===== src/design/spg_pkg.sv =====
// How it works
// - Pulse width is 16 bits in 10 ns units, loaded from config, read-only.
// - Zero width selects acknowledge mode: output held until its status is read by the network or acknowledged by the host.
// - Activation state bits 0 and 1 show first pulse still pending per output.
// - Activation state bit 2 records start time outside near future at activation.
// - Per-output status shows pending in bit 0, bits 7:1 read zero.
// - Write-ack off: host read of first status clears first event request.
// - Write-ack on: host write to a status register clears its event request.
// - Second status host access clears the second event request the same way.
// - Start time write sets cyclic start; read returns next first pulse time.
// - Start time writes are ignored while the unit is active.
// - Auto-activation: lone lower-half write in one frame is extended to 64 bits.
// - Read-only next second pulse time, reset to zero.
// - 32-bit first output period in ns, reset to zero.
// - Zero period gives single shot: one first pulse, then stop.
// - 32-bit delay in ns from first pulse to following second pulse.
// - Start, period and delay writes honoured only from the owning side.
// - Ownership bit zero selects network side, one selects host side.
// - Activation register holds unit enable, output enables and auto-activate.
// - Plausibility check fires at once if start lies outside the near future.
package spg_pkg;
   localparam logic [11:0] ADDR_CTRL = 12'h980;
   localparam logic [11:0] ADDR_ACT = 12'h981;
   localparam logic [11:0] ADDR_WIDTH_LO = 12'h982;
   localparam logic [11:0] ADDR_WIDTH_HI = 12'h983;
   localparam logic [11:0] ADDR_ACT_STATE = 12'h984;
   localparam logic [11:0] ADDR_FIRST_STATE = 12'h98e;
   localparam logic [11:0] ADDR_SECOND_STATE = 12'h98f;
   localparam logic [11:0] ADDR_START = 12'h990;
   localparam logic [11:0] ADDR_NEXT_SECOND = 12'h998;
   localparam logic [11:0] ADDR_PERIOD = 12'h9a0;
   localparam logic [11:0] ADDR_DELAY = 12'h9a4;
   // Activation register fields
   localparam int ACT_UNIT = 0;
   localparam int ACT_FIRST = 1;
   localparam int ACT_SECOND = 2;
   localparam int ACT_AUTO = 3;
   localparam int ACT_EXTEND = 4;
   localparam int ACT_PLAUS = 5;
   localparam int ACT_NEAR = 6;
   localparam int ACT_DEBUG = 7;
   localparam int CTRL_OWNER = 0;
   localparam int STATE_OUT_NEAR = 2;
   localparam logic [7:0] ACT_RESET = 8'h00;
   localparam logic [15:0] WIDTH_RESET = 16'h0000;
   localparam logic [63:0] TIME_RESET = 64'h0;
   localparam logic [31:0] PERIOD_RESET = 32'h0;
   // Pulse width unit and clock period, both in ns
   localparam int WIDTH_UNIT_NS = 10;
   localparam int CLK_PERIOD_NS = 10;
   localparam int CYCLES_PER_UNIT =
      (WIDTH_UNIT_NS + CLK_PERIOD_NS - 1) / CLK_PERIOD_NS;

   typedef enum logic [1:0] {MODE_OFF, MODE_RUN, MODE_DONE} spg_mode_type;

   typedef struct packed {
      logic valid;
      logic write;
      logic [11:0] addr;
      logic [7:0] wdata;
   } spg_bus_req_type;
endpackage : spg_pkg


===== src/design/spg_pulse_shaper.sv =====
module spg_pulse_shaper
   import spg_pkg::*;
(
   input wire logic clk,
   input wire logic rst,
   input wire logic trigger,
   input wire logic [15:0] width,
   input wire logic ack,
   output logic pulseOut
);
   typedef struct packed {
      logic level;
      logic [31:0] remain;
   } spg_shaper_type;

   spg_shaper_type s_reg;
   spg_shaper_type s_next;

   always_comb
   begin
      s_next = s_reg;
      if (width == 16'h0000)
      begin
         s_next.remain = 32'h0;
         // Trigger wins over an ack in the same cycle
         if (ack)
            s_next.level = 1'b0;
         if (trigger)
            s_next.level = 1'b1;
      end
      else if (trigger)
      begin
         s_next.level = 1'b1;
         s_next.remain = 32'(width * CYCLES_PER_UNIT) - 32'h1;
      end
      else if (s_reg.remain != 32'h0)
         s_next.remain = s_reg.remain - 32'h1;
      else
         s_next.level = 1'b0;
   end

   always_ff @(posedge clk or posedge rst)
   begin
      if (rst)
         s_reg <= '0;
      else
         s_reg <= s_next;
   end

   assign pulseOut = s_reg.level;
endmodule : spg_pulse_shaper


===== src/design/spg_sync_pulse_generator.sv =====
module spg_sync_pulse_generator
   import spg_pkg::*;
(
   input wire logic clk,
   input wire logic rst,
   input wire logic [63:0] sysTime,
   input wire spg_bus_req_type netReq,
   output logic [7:0] netRdata,
   input wire spg_bus_req_type hostReq,
   output logic [7:0] hostRdata,
   input wire logic hostWriteAck,
   input wire logic frameEnd,
   input wire logic cfgWidthValid,
   input wire logic [15:0] cfgWidth,
   output logic firstPulseOut,
   output logic secondPulseOut,
   output logic appEventFirst,
   output logic appEventSecond
);
   typedef struct packed {
      logic owner;
      logic [6:0] act;
      logic [15:0] width;
      logic outNear;
      logic pendFirst;
      logic pendSecond;
      logic [63:0] nextFirst;
      logic [63:0] nextSecond;
      logic secondArmed;
      logic [31:0] period;
      logic [31:0] delay;
      logic lowWritten;
      logic highWritten;
      spg_mode_type mode;
      logic evFirst;
      logic evSecond;
      logic [7:0] netRdata;
      logic [7:0] hostRdata;
   } spg_state_type;

   spg_state_type s_reg;
   spg_state_type s_next;
   logic firstFire;
   logic secondFire;
   logic ackFirst;
   logic ackSecond;

   ////////////////////////////////////////////////////////////////////////////
   // Address decode

   function automatic logic isStart(input logic [11:0] a);
      return a[11:3] == ADDR_START[11:3];
   endfunction : isStart

   function automatic logic isNextSecond(input logic [11:0] a);
      return a[11:3] == ADDR_NEXT_SECOND[11:3];
   endfunction : isNextSecond

   function automatic logic isPeriod(input logic [11:0] a);
      return a[11:2] == ADDR_PERIOD[11:2];
   endfunction : isPeriod

   function automatic logic isDelay(input logic [11:0] a);
      return a[11:2] == ADDR_DELAY[11:2];
   endfunction : isDelay

   function automatic logic [7:0] readByte(input spg_state_type st,
                                           input logic [11:0] a);
      logic [7:0] d;
      d = 8'h00;
      if (a == ADDR_CTRL)
         d = {7'h00, st.owner};
      else if (a == ADDR_ACT)
         d = {1'b0, st.act}; // Debug bit always reads zero
      else if (a == ADDR_WIDTH_LO)
         d = st.width[7:0];
      else if (a == ADDR_WIDTH_HI)
         d = st.width[15:8];
      else if (a == ADDR_ACT_STATE)
         d = {5'h00, st.outNear, st.pendSecond, st.pendFirst};
      else if (a == ADDR_FIRST_STATE)
         d = {7'h00, st.pendFirst};
      else if (a == ADDR_SECOND_STATE)
         d = {7'h00, st.pendSecond};
      else if (isStart(a))
         d = st.nextFirst[8 * a[2:0] +: 8];
      else if (isNextSecond(a))
         d = st.nextSecond[8 * a[2:0] +: 8];
      else if (isPeriod(a))
         d = st.period[8 * a[1:0] +: 8];
      else if (isDelay(a))
         d = st.delay[8 * a[1:0] +: 8];
      return d;
   endfunction : readByte

   ////////////////////////////////////////////////////////////////////////////
   // Next-state logic

   always_comb
   begin
      logic netWr;
      logic netRd;
      logic hostWr;
      logic hostRd;
      logic ownWr;
      logic [11:0] ownAddr;
      logic [7:0] ownData;
      logic activate;
      logic deactivate;
      logic debugPing;
      logic clrFirst;
      logic clrSecond;
      logic [63:0] diff;
      logic outside;
      netWr = 1'b0;
      netRd = 1'b0;
      hostWr = 1'b0;
      hostRd = 1'b0;
      ownWr = 1'b0;
      ownAddr = 12'h000;
      ownData = 8'h00;
      activate = 1'b0;
      deactivate = 1'b0;
      debugPing = 1'b0;
      clrFirst = 1'b0;
      clrSecond = 1'b0;
      diff = 64'h0;
      outside = 1'b0;
      firstFire = 1'b0;
      secondFire = 1'b0;
      s_next = s_reg;

      netWr = netReq.valid && netReq.write;
      netRd = netReq.valid && !netReq.write;
      hostWr = hostReq.valid && hostReq.write;
      hostRd = hostReq.valid && !hostReq.write;
      s_next.netRdata = readByte(s_reg, netReq.addr);
      s_next.hostRdata = readByte(s_reg, hostReq.addr);

      if (cfgWidthValid)
         s_next.width = cfgWidth;

      // Only the network side may hand over ownership
      if (netWr && netReq.addr == ADDR_CTRL)
         s_next.owner = netReq.wdata[CTRL_OWNER];

      // Gated writes come only from the owning side
      ownWr = s_reg.owner ? hostWr : netWr;
      ownAddr = s_reg.owner ? hostReq.addr : netReq.addr;
      ownData = s_reg.owner ? hostReq.wdata : netReq.wdata;

      if (ownWr)
      begin
         if (ownAddr == ADDR_ACT)
         begin
            s_next.act = ownData[6:0];
            s_next.act[ACT_UNIT] = s_reg.act[ACT_UNIT];
            activate = ownData[ACT_UNIT] && !s_reg.act[ACT_UNIT];
            deactivate = !ownData[ACT_UNIT] && s_reg.act[ACT_UNIT];
            debugPing = ownData[ACT_DEBUG];
         end
         else if (isStart(ownAddr) && !s_reg.act[ACT_UNIT])
         begin
            s_next.nextFirst[8 * ownAddr[2:0] +: 8] = ownData;
            if (ownAddr[2])
               s_next.highWritten = 1'b1;
            else
               s_next.lowWritten = 1'b1;
         end
         else if (isPeriod(ownAddr))
            s_next.period[8 * ownAddr[1:0] +: 8] = ownData;
         else if (isDelay(ownAddr))
            s_next.delay[8 * ownAddr[1:0] +: 8] = ownData;
      end

      // Frame end closes a start time write burst
      if (frameEnd && (s_reg.lowWritten || s_reg.highWritten))
      begin
         s_next.lowWritten = 1'b0;
         s_next.highWritten = 1'b0;
         if ((s_reg.act[ACT_AUTO] || s_reg.act[ACT_EXTEND])
             && s_reg.lowWritten && !s_reg.highWritten)
            // Lower half below now means the next upper epoch
            s_next.nextFirst[63:32] = sysTime[63:32]
               + {31'h0, s_next.nextFirst[31:0] < sysTime[31:0]};
         if (s_reg.act[ACT_AUTO] && !s_reg.act[ACT_UNIT])
            activate = 1'b1;
      end

      if (activate)
      begin
         diff = s_next.nextFirst - sysTime;
         // Past start times wrap to huge differences and count as outside
         outside = s_next.act[ACT_NEAR] ? (|diff[63:31]) : diff[63];
         s_next.outNear = outside;
         s_next.pendFirst = s_next.act[ACT_FIRST];
         s_next.pendSecond = s_next.act[ACT_SECOND];
         s_next.act[ACT_UNIT] = 1'b1;
         s_next.secondArmed = 1'b0;
         s_next.mode = MODE_RUN;
         if (s_next.act[ACT_PLAUS] && outside)
            s_next.nextFirst = sysTime;
      end
      else if (deactivate)
      begin
         s_next.act[ACT_UNIT] = 1'b0;
         s_next.mode = MODE_OFF;
         s_next.pendFirst = 1'b0;
         s_next.pendSecond = 1'b0;
         s_next.secondArmed = 1'b0;
      end
      else
      begin
         case (s_reg.mode)
            MODE_RUN:
            begin
               if (s_reg.secondArmed)
               begin
                  diff = sysTime - s_reg.nextSecond;
                  if (!diff[63])
                  begin
                     secondFire = s_reg.act[ACT_SECOND];
                     s_next.pendSecond = 1'b0;
                     s_next.secondArmed = 1'b0;
                  end
               end
               diff = sysTime - s_reg.nextFirst;
               if (!diff[63])
               begin
                  firstFire = s_reg.act[ACT_FIRST];
                  s_next.pendFirst = 1'b0;
                  s_next.nextSecond = s_reg.nextFirst
                     + {32'h0, s_reg.delay};
                  s_next.secondArmed = 1'b1;
                  if (s_reg.period == 32'h0)
                     s_next.mode = MODE_DONE;
                  else
                     s_next.nextFirst = s_reg.nextFirst
                        + {32'h0, s_reg.period};
               end
            end
            MODE_DONE:
            begin
               // Single shot still owes its second pulse
               if (s_reg.secondArmed)
               begin
                  diff = sysTime - s_reg.nextSecond;
                  if (!diff[63])
                  begin
                     secondFire = s_reg.act[ACT_SECOND];
                     s_next.pendSecond = 1'b0;
                     s_next.secondArmed = 1'b0;
                  end
               end
            end
            default:
            begin
               s_next.secondArmed = 1'b0;
            end
         endcase
      end

      if (debugPing)
      begin
         firstFire = firstFire || s_next.act[ACT_FIRST];
         secondFire = secondFire || s_next.act[ACT_SECOND];
      end

      // Host acknowledge by read or by write per configuration
      clrFirst = hostWriteAck
         ? (hostWr && hostReq.addr == ADDR_FIRST_STATE)
         : (hostRd && hostReq.addr == ADDR_FIRST_STATE);
      clrSecond = hostWriteAck
         ? (hostWr && hostReq.addr == ADDR_SECOND_STATE)
         : (hostRd && hostReq.addr == ADDR_SECOND_STATE);
      // A new pulse beats a clear in the same cycle
      s_next.evFirst = (s_reg.evFirst && !clrFirst) || firstFire;
      s_next.evSecond = (s_reg.evSecond && !clrSecond) || secondFire;
      ackFirst = clrFirst || (netRd && netReq.addr == ADDR_FIRST_STATE);
      ackSecond = clrSecond || (netRd && netReq.addr == ADDR_SECOND_STATE);
   end

   always_ff @(posedge clk or posedge rst)
   begin
      if (rst)
      begin
         s_reg <= '0;
         s_reg.act <= ACT_RESET[6:0];
         s_reg.width <= WIDTH_RESET;
         s_reg.nextFirst <= TIME_RESET;
         s_reg.nextSecond <= TIME_RESET;
         s_reg.period <= PERIOD_RESET;
         s_reg.delay <= PERIOD_RESET;
         s_reg.mode <= MODE_OFF;
      end
      else
         s_reg <= s_next;
   end

   ////////////////////////////////////////////////////////////////////////////
   // Output shaping

   spg_pulse_shaper firstShaper (
      .clk(clk),
      .rst(rst),
      .trigger(firstFire),
      .width(s_reg.width),
      .ack(ackFirst),
      .pulseOut(firstPulseOut)
   );

   spg_pulse_shaper secondShaper (
      .clk(clk),
      .rst(rst),
      .trigger(secondFire),
      .width(s_reg.width),
      .ack(ackSecond),
      .pulseOut(secondPulseOut)
   );

   assign netRdata = s_reg.netRdata;
   assign hostRdata = s_reg.hostRdata;
   assign appEventFirst = s_reg.evFirst;
   assign appEventSecond = s_reg.evSecond;
endmodule : spg_sync_pulse_generator


===== config.mk =====
export PLATFORM = sky130hd
export DESIGN_NAME = spg_sync_pulse_generator
export DESIGN_NICKNAME = d
export VERILOG_FILES = /design/src/design/spg_pkg.sv /design/src/design/spg_pulse_shaper.sv /design/src/design/spg_sync_pulse_generator.sv
export SDC_FILE = /design/constraint.sdc
export NUM_CORES = 2
export LEC_CHECK = 0
export BUFFER_PORTS_ARGS = -buffer_cell sky130_fd_sc_hd__buf_2
export CAP_MARGIN = 25
export CORE_ASPECT_RATIO = 1.4
export CORE_MARGIN = 2
export CORE_UTILIZATION = 58
export DETAILED_ROUTE_END_ITERATION = 10
export PLACE_DENSITY = 0.79
export SLEW_MARGIN = 20
export SYNTH_ARGS = -nofsm -noshare
export SYNTH_HDL_FRONTEND = slang
export SYNTH_SLANG_ARGS = --single-unit

===== constraint.sdc =====
create_clock -name clk -period 10.4 [get_ports clk]
set_input_delay 0.52 -clock clk [delete_from_list [all_inputs] [get_ports clk]]
set_output_delay 0.52 -clock clk [all_outputs]
set_load 0.05 [all_outputs]

* Word level (Yosys, flattened, before mapping) *
Cells that the tools add are included.

word-level totals
  logic and storage cells = 252
  output and inout port bits = 20
  RAM bits = 0
  memories = 0
  bits in read-only memories = 0
  bits in latches = 0
  input port bits = 129
  register bits after elaboration = 308

operators by class
  add/sub/neg operators = 11
  mux-type cells = 99
  div/mod/pow operators = 0
  reduce and logical (&&, ||, !) cells = 63
  eq/ne operators = 36
  magnitude comparators = 1
  multipliers = 0
  shift operators = 12
  bitwise logic cells = 6

operator list
  kind                                                    number
  two-way mux 64 bit                                      5
  two-way mux 128 bit                                     2
  indexed part select 64 x 7 -> 8 bit                     4
  subtractor 64 bit                                       3
  two-way mux 8 bit                                       23
  == test 12 bit (second input constant)                  15
  two-way mux 33 bit                                      4
  two-way mux 129 bit                                     1
  adder 64 x 32 -> 64 bit                                 2
  two-way mux 32 bit                                      4
  indexed part select 32 x 6 -> 8 bit                     4
  two-way mux 66 bit                                      1
  bitwise mux 32 bit                                      2
  bitwise mux 64 bit                                      1
  nonzero test 32 bit                                     2
  variable shift 8 x 34 -> 64 bit (first input constant)  1
  indexed part select 8 x 34 -> 64 bit                    1
  subtractor 32 x 1 -> 32 bit (second input constant)     2
  == test 10 bit (second input constant)                  6
  == test 9 bit (second input constant)                   5
  two-way mux 1 bit                                       42
  negator 5 -> 34 bit                                     1
  negator 6 -> 34 bit                                     1
  variable shift 8 x 34 -> 32 bit (first input constant)  1
  other kinds (27)                                        95

* Depth between registers and ports, before layout *
  word-level depth = 17
  mapped depth = 46
  depth with buffers taken out = 39

* Modules after synthesis *
From an unflattened synthesis, not the netlist that was laid out.

second synthesis, totals
  cell total of the unflattened synthesis = 3,794
  area, all modules = 32,053.2 um^2

modules (own cells, without submodules)
  module                    seq. area each (um^2)  times used  cells an instance  area each (um^2)
  spg_sync_pulse_generator  6,055.8                1           3,288              27,646.5
  spg_pulse_shaper          825.8                  2           253                2,203.4

* Worst setup path before layout *
Ideal clock, no wire load.

  path type = flip-flop to flip-flop
  start = register s_reg[241] in the netlist's numbering
  end = register s_reg[167] in the netlist's numbering
  data required time = 10,254 ps
  stages on the path, launching flop included = 46
  path slack = -2 ps
  library setup time = 146 ps
  period minus slack after synthesis = 10,402 ps
  data arrival time = 10,256 ps
  buffers on the path = 9
  cells stage by stage = dfrtp_1 > clkbuf_1 > clkbuf_1 > clkbuf_1 > clkbuf_1 > mux2i_1 > ha_1 > clkbuf_1 > nand2_1 > nand3_1 > clkbuf_1 > nor2_1 > mux2_2 > ha_1 > a211o_1 > a21o_1 > o21ba_2 > nor4_1 > [... 10 more ...] > o21ai_0 > ha_1 > clkbuf_1 > a21o_1 > a21oi_1 > inv_1 > a21oi_1 > o2111ai_1 > or4_1 > or4_1 > nor4_1 > nand4_1 > or4_4 > o21a_1 > buf_6 > o21ai_4 > buf_6 > a311oi_1

RTL lines
  element                   RTL line                         text
  start: declaration        spg_sync_pulse_generator.sv:41   spg_state_type s_reg;
  start signal: assignment  spg_sync_pulse_generator.sv:297  s_reg <= s_next;

==> impl_metrics.json <==
{
  "clk_pin_slew_worst_paths_ns": 0.06,
  "crit_top_cell": "nand2_1",
  "area_growth_pct": 9.66,
  "synth_cells": 3856,
  "drive_above_1_share": 0.140,
  "crit_arrival_ns": 10.32,
  "final-hold-violation-count": 0,
  "die_width_um": 202,
  "ioPinCount": 149,
  "critPathSlowestCell": "or4_4",
  "cts_tree": "built",
  "vias_per_cell": 6.89,
  "grt_pass1_wl_um": 189000,
  "die_area_um2": 56500,
  "track_usage": 0.445,
  "dp_hpwl_um": 99900,
  "layout_common_cells": "497 x nand2_1, 314 x o21ai_0, 307 x dfrtp_1",
  "layout_commonest_cell": "nand2_1",
  "path_max_fanout": 27,
  "syn_avg_cell_area_um2": 8.22,
  "fillCellCount": 4795,
  "clk_path_buf_depth": 3,
  "post_dp_cell_area_um2": 33400,
  "grt_pass1_vias": 31000,
  "gr-total-overflow": 0,
  "synthDistinctLibCells": 92,
  "critPathLaunchType": "flop",
  "worstSetupEndpointType": "flop",
  "cts.sinks": 308,
  "rows": 101,
  "powerDensity_nw_per_um2": 103,
  "clk_latency_ns": 0.55,
  "worstMarginPinSlew_ns": 1.08,
  "synthesis.nets": 4251,
  "maxSlewHeadroom": 0.276,
  "cts_buffers": 35,
  "drt_iter0_drc": 3391,
  "fin_nets": 4344,
  "slowest_delay_ns": 0.56,
  "dr.pass1.iters": 6,
  "synth_seq_area_share": 0.243,
  "fp.dieH_um": 281,
  "skew_ns": 0.0207,
  "numPortBuffers": 148,
  "slew_viol_final": 0,
  "total_power_mw": 3.58,
  "setup-violations-final": 0,
  "tns_ns": 0,
  "hold-worst-slack_ns": 0.0467,
  "hold_buffers": 0,
  "vias": 32400,
  "start_util": 0.586,
  "crit_required_ns": 10.80,
  "clockRootBuffer": "clkbuf_16",
  "async_reset_ff_frac": 1.00,
  "gp_congestion": 1.05,
  "post-route-util": 0.642,
  "ant_nets": 0,
  "period_share": 0.954,
  "ys.flop_type": "dfrtp_1",
  "design_area_um2": 34700,
  "max_cap_viol_count": 0,
  "grt_max_degree": 96,
  "max-vdd-ir-drop_uv": 91.7,
  "fmax_mhz": 101,
  "crit_type": "flop to flop",
  "remaining_drc_errors": 0,
  "core_um2": 54100,
  "synth_enable_flop_cells": 0,
  "period_minus_slack_ns": 9.92,
  "synth_seq_cells": 308,
  "antenna_found_initial": 3,
  "largest_reg_flops": 224,
  "htreeDepth": 2,
  "hold_class": "input port to asynchronous set/reset pin",
  "wire_per_inst_um": 27.3,
  "synth-warning-count": 0,
  "leakage_nw": 15.0,
  "wirelength_um": 128000,
  "status": "finished clean",
  "syn_area_um2": 31700
}
-- cell type report --
type / instances / area (um^2) / share of cell area
Multi-Input combinational cell: 3081 / 22300 / 0.641
Sequential cell: 308 / 7710 / 0.222
Timing Repair Buffer: 264 / 1690 / 0.0486
Clock buffer: 46 / 1010 / 0.0290
Inverter: 259 / 980 / 0.0282
Tap cell: 721 / 902 / 0.0260
Clock inverter: 17 / 190 / 0.00547
Antenna cell: 1 / 2.50 / 0.0000720
-- through the flow --
| stage | setup slack [ns] | cells |
|---|---|---|
| 2_1_floorplan | 0.0111 | 3856 |
| 3_3_place_gp | 0.166 | 4625 |
| 3_5_place_dp | -0.0699 | 4626 |
| 4_1_cts | 0.149 | 4689 |
| 5_1_grt | -0.0151 | 4697 |
| 6_report | 0.475 | 4697 |
-- final timing paths --
path,start,endpoint,slack (ns),depth (start not counted)
max in group asynchronous,rst,netRdata[1]$_DFF_PP0_,8.22,4
worst max-delay path,s_reg[241]$_DFFE_PP0P_,s_reg[210]$_DFF_PP0_,0.48,41
min in group clk,cfgWidth[0],s_reg[218]$_DFFE_PP0P_,0.20,3
worst max register to register,s_reg[241]$_DFFE_PP0P_,s_reg[210]$_DFF_PP0_,0.48,41
worst min-delay path,rst,s_reg[59]$_DFFE_PP0P_,0.05,2
worst min register to register,appEventSecond$_DFF_PP0_,appEventSecond$_DFF_PP0_,0.47,2
-- cell families after synthesis --
kind of cell,share of synthesized area
AOI/OAI and AO/OA,0.227
xor gates and xnor gates,0.0627
adders and majority gates,0.106
buffers and inverters,0.0594
DFF,0.243
muxes,0.111
and+or+nand+nor,0.190
-- worst max-delay path: cells and delay by family, from the launching register on --
kind / cells / cell delay (ns)
multiplexers: 2 / 0.50
buffers and inverters: 4 / 0.71
AND/OR/NAND/NOR: 20 / 4.91
flip-flops: 1 / 0.48
adder cells (fa/ha/maj): 3 / 0.97
AO/OA/AOI/OAI: 11 / 2.06
XOR/XNOR: 1 / 0.13
-- cells in the mapped netlist, types with 42 or more instances --
master,instances,area [um^2]
o21ai_0,314,1570
nand4_1,65,407
a21o_1,125,938
ha_1,264,3300
a21oi_1,205,1030
nand2_1,498,1870
nand3_1,95,475
xor2_1,53,464
clkbuf_1,162,608
inv_1,256,961
nor4_1,53,332
mux4_2,112,2520
a211oi_1,42,315
xnor2_1,174,1520
nor2_1,283,1060
dfrtp_1,308,7710
o211ai_1,57,428
mux2i_1,52,521
nor3_1,86,430
mux2_2,43,484
-- timing repair --
item / 4_1_cts / 5_1_grt
setup buffers: 0 / 6
gates resized for setup: 0 / 18
setup endpoints to repair: 0 / 65
-- where the power goes --
group | switching [mW] | leakage [nW] | internal [mW]
clock | 0.560 | 0.588 | 0.764
sequential | 0.134 | 4.11 | 1.29
combinational | 0.492 | 10.3 | 0.337
total | 1.19 | 15.0 | 2.39
-- layer usage --
metal / GRT usage / wire [um]
met5: 0 / 28
met4: 0.378 / 13600
met3: 0.0793 / 12800
met2: 0.708 / 56400
met1: 0.523 / 45300
No activity file was read; power rests on OpenSTA's default activity.
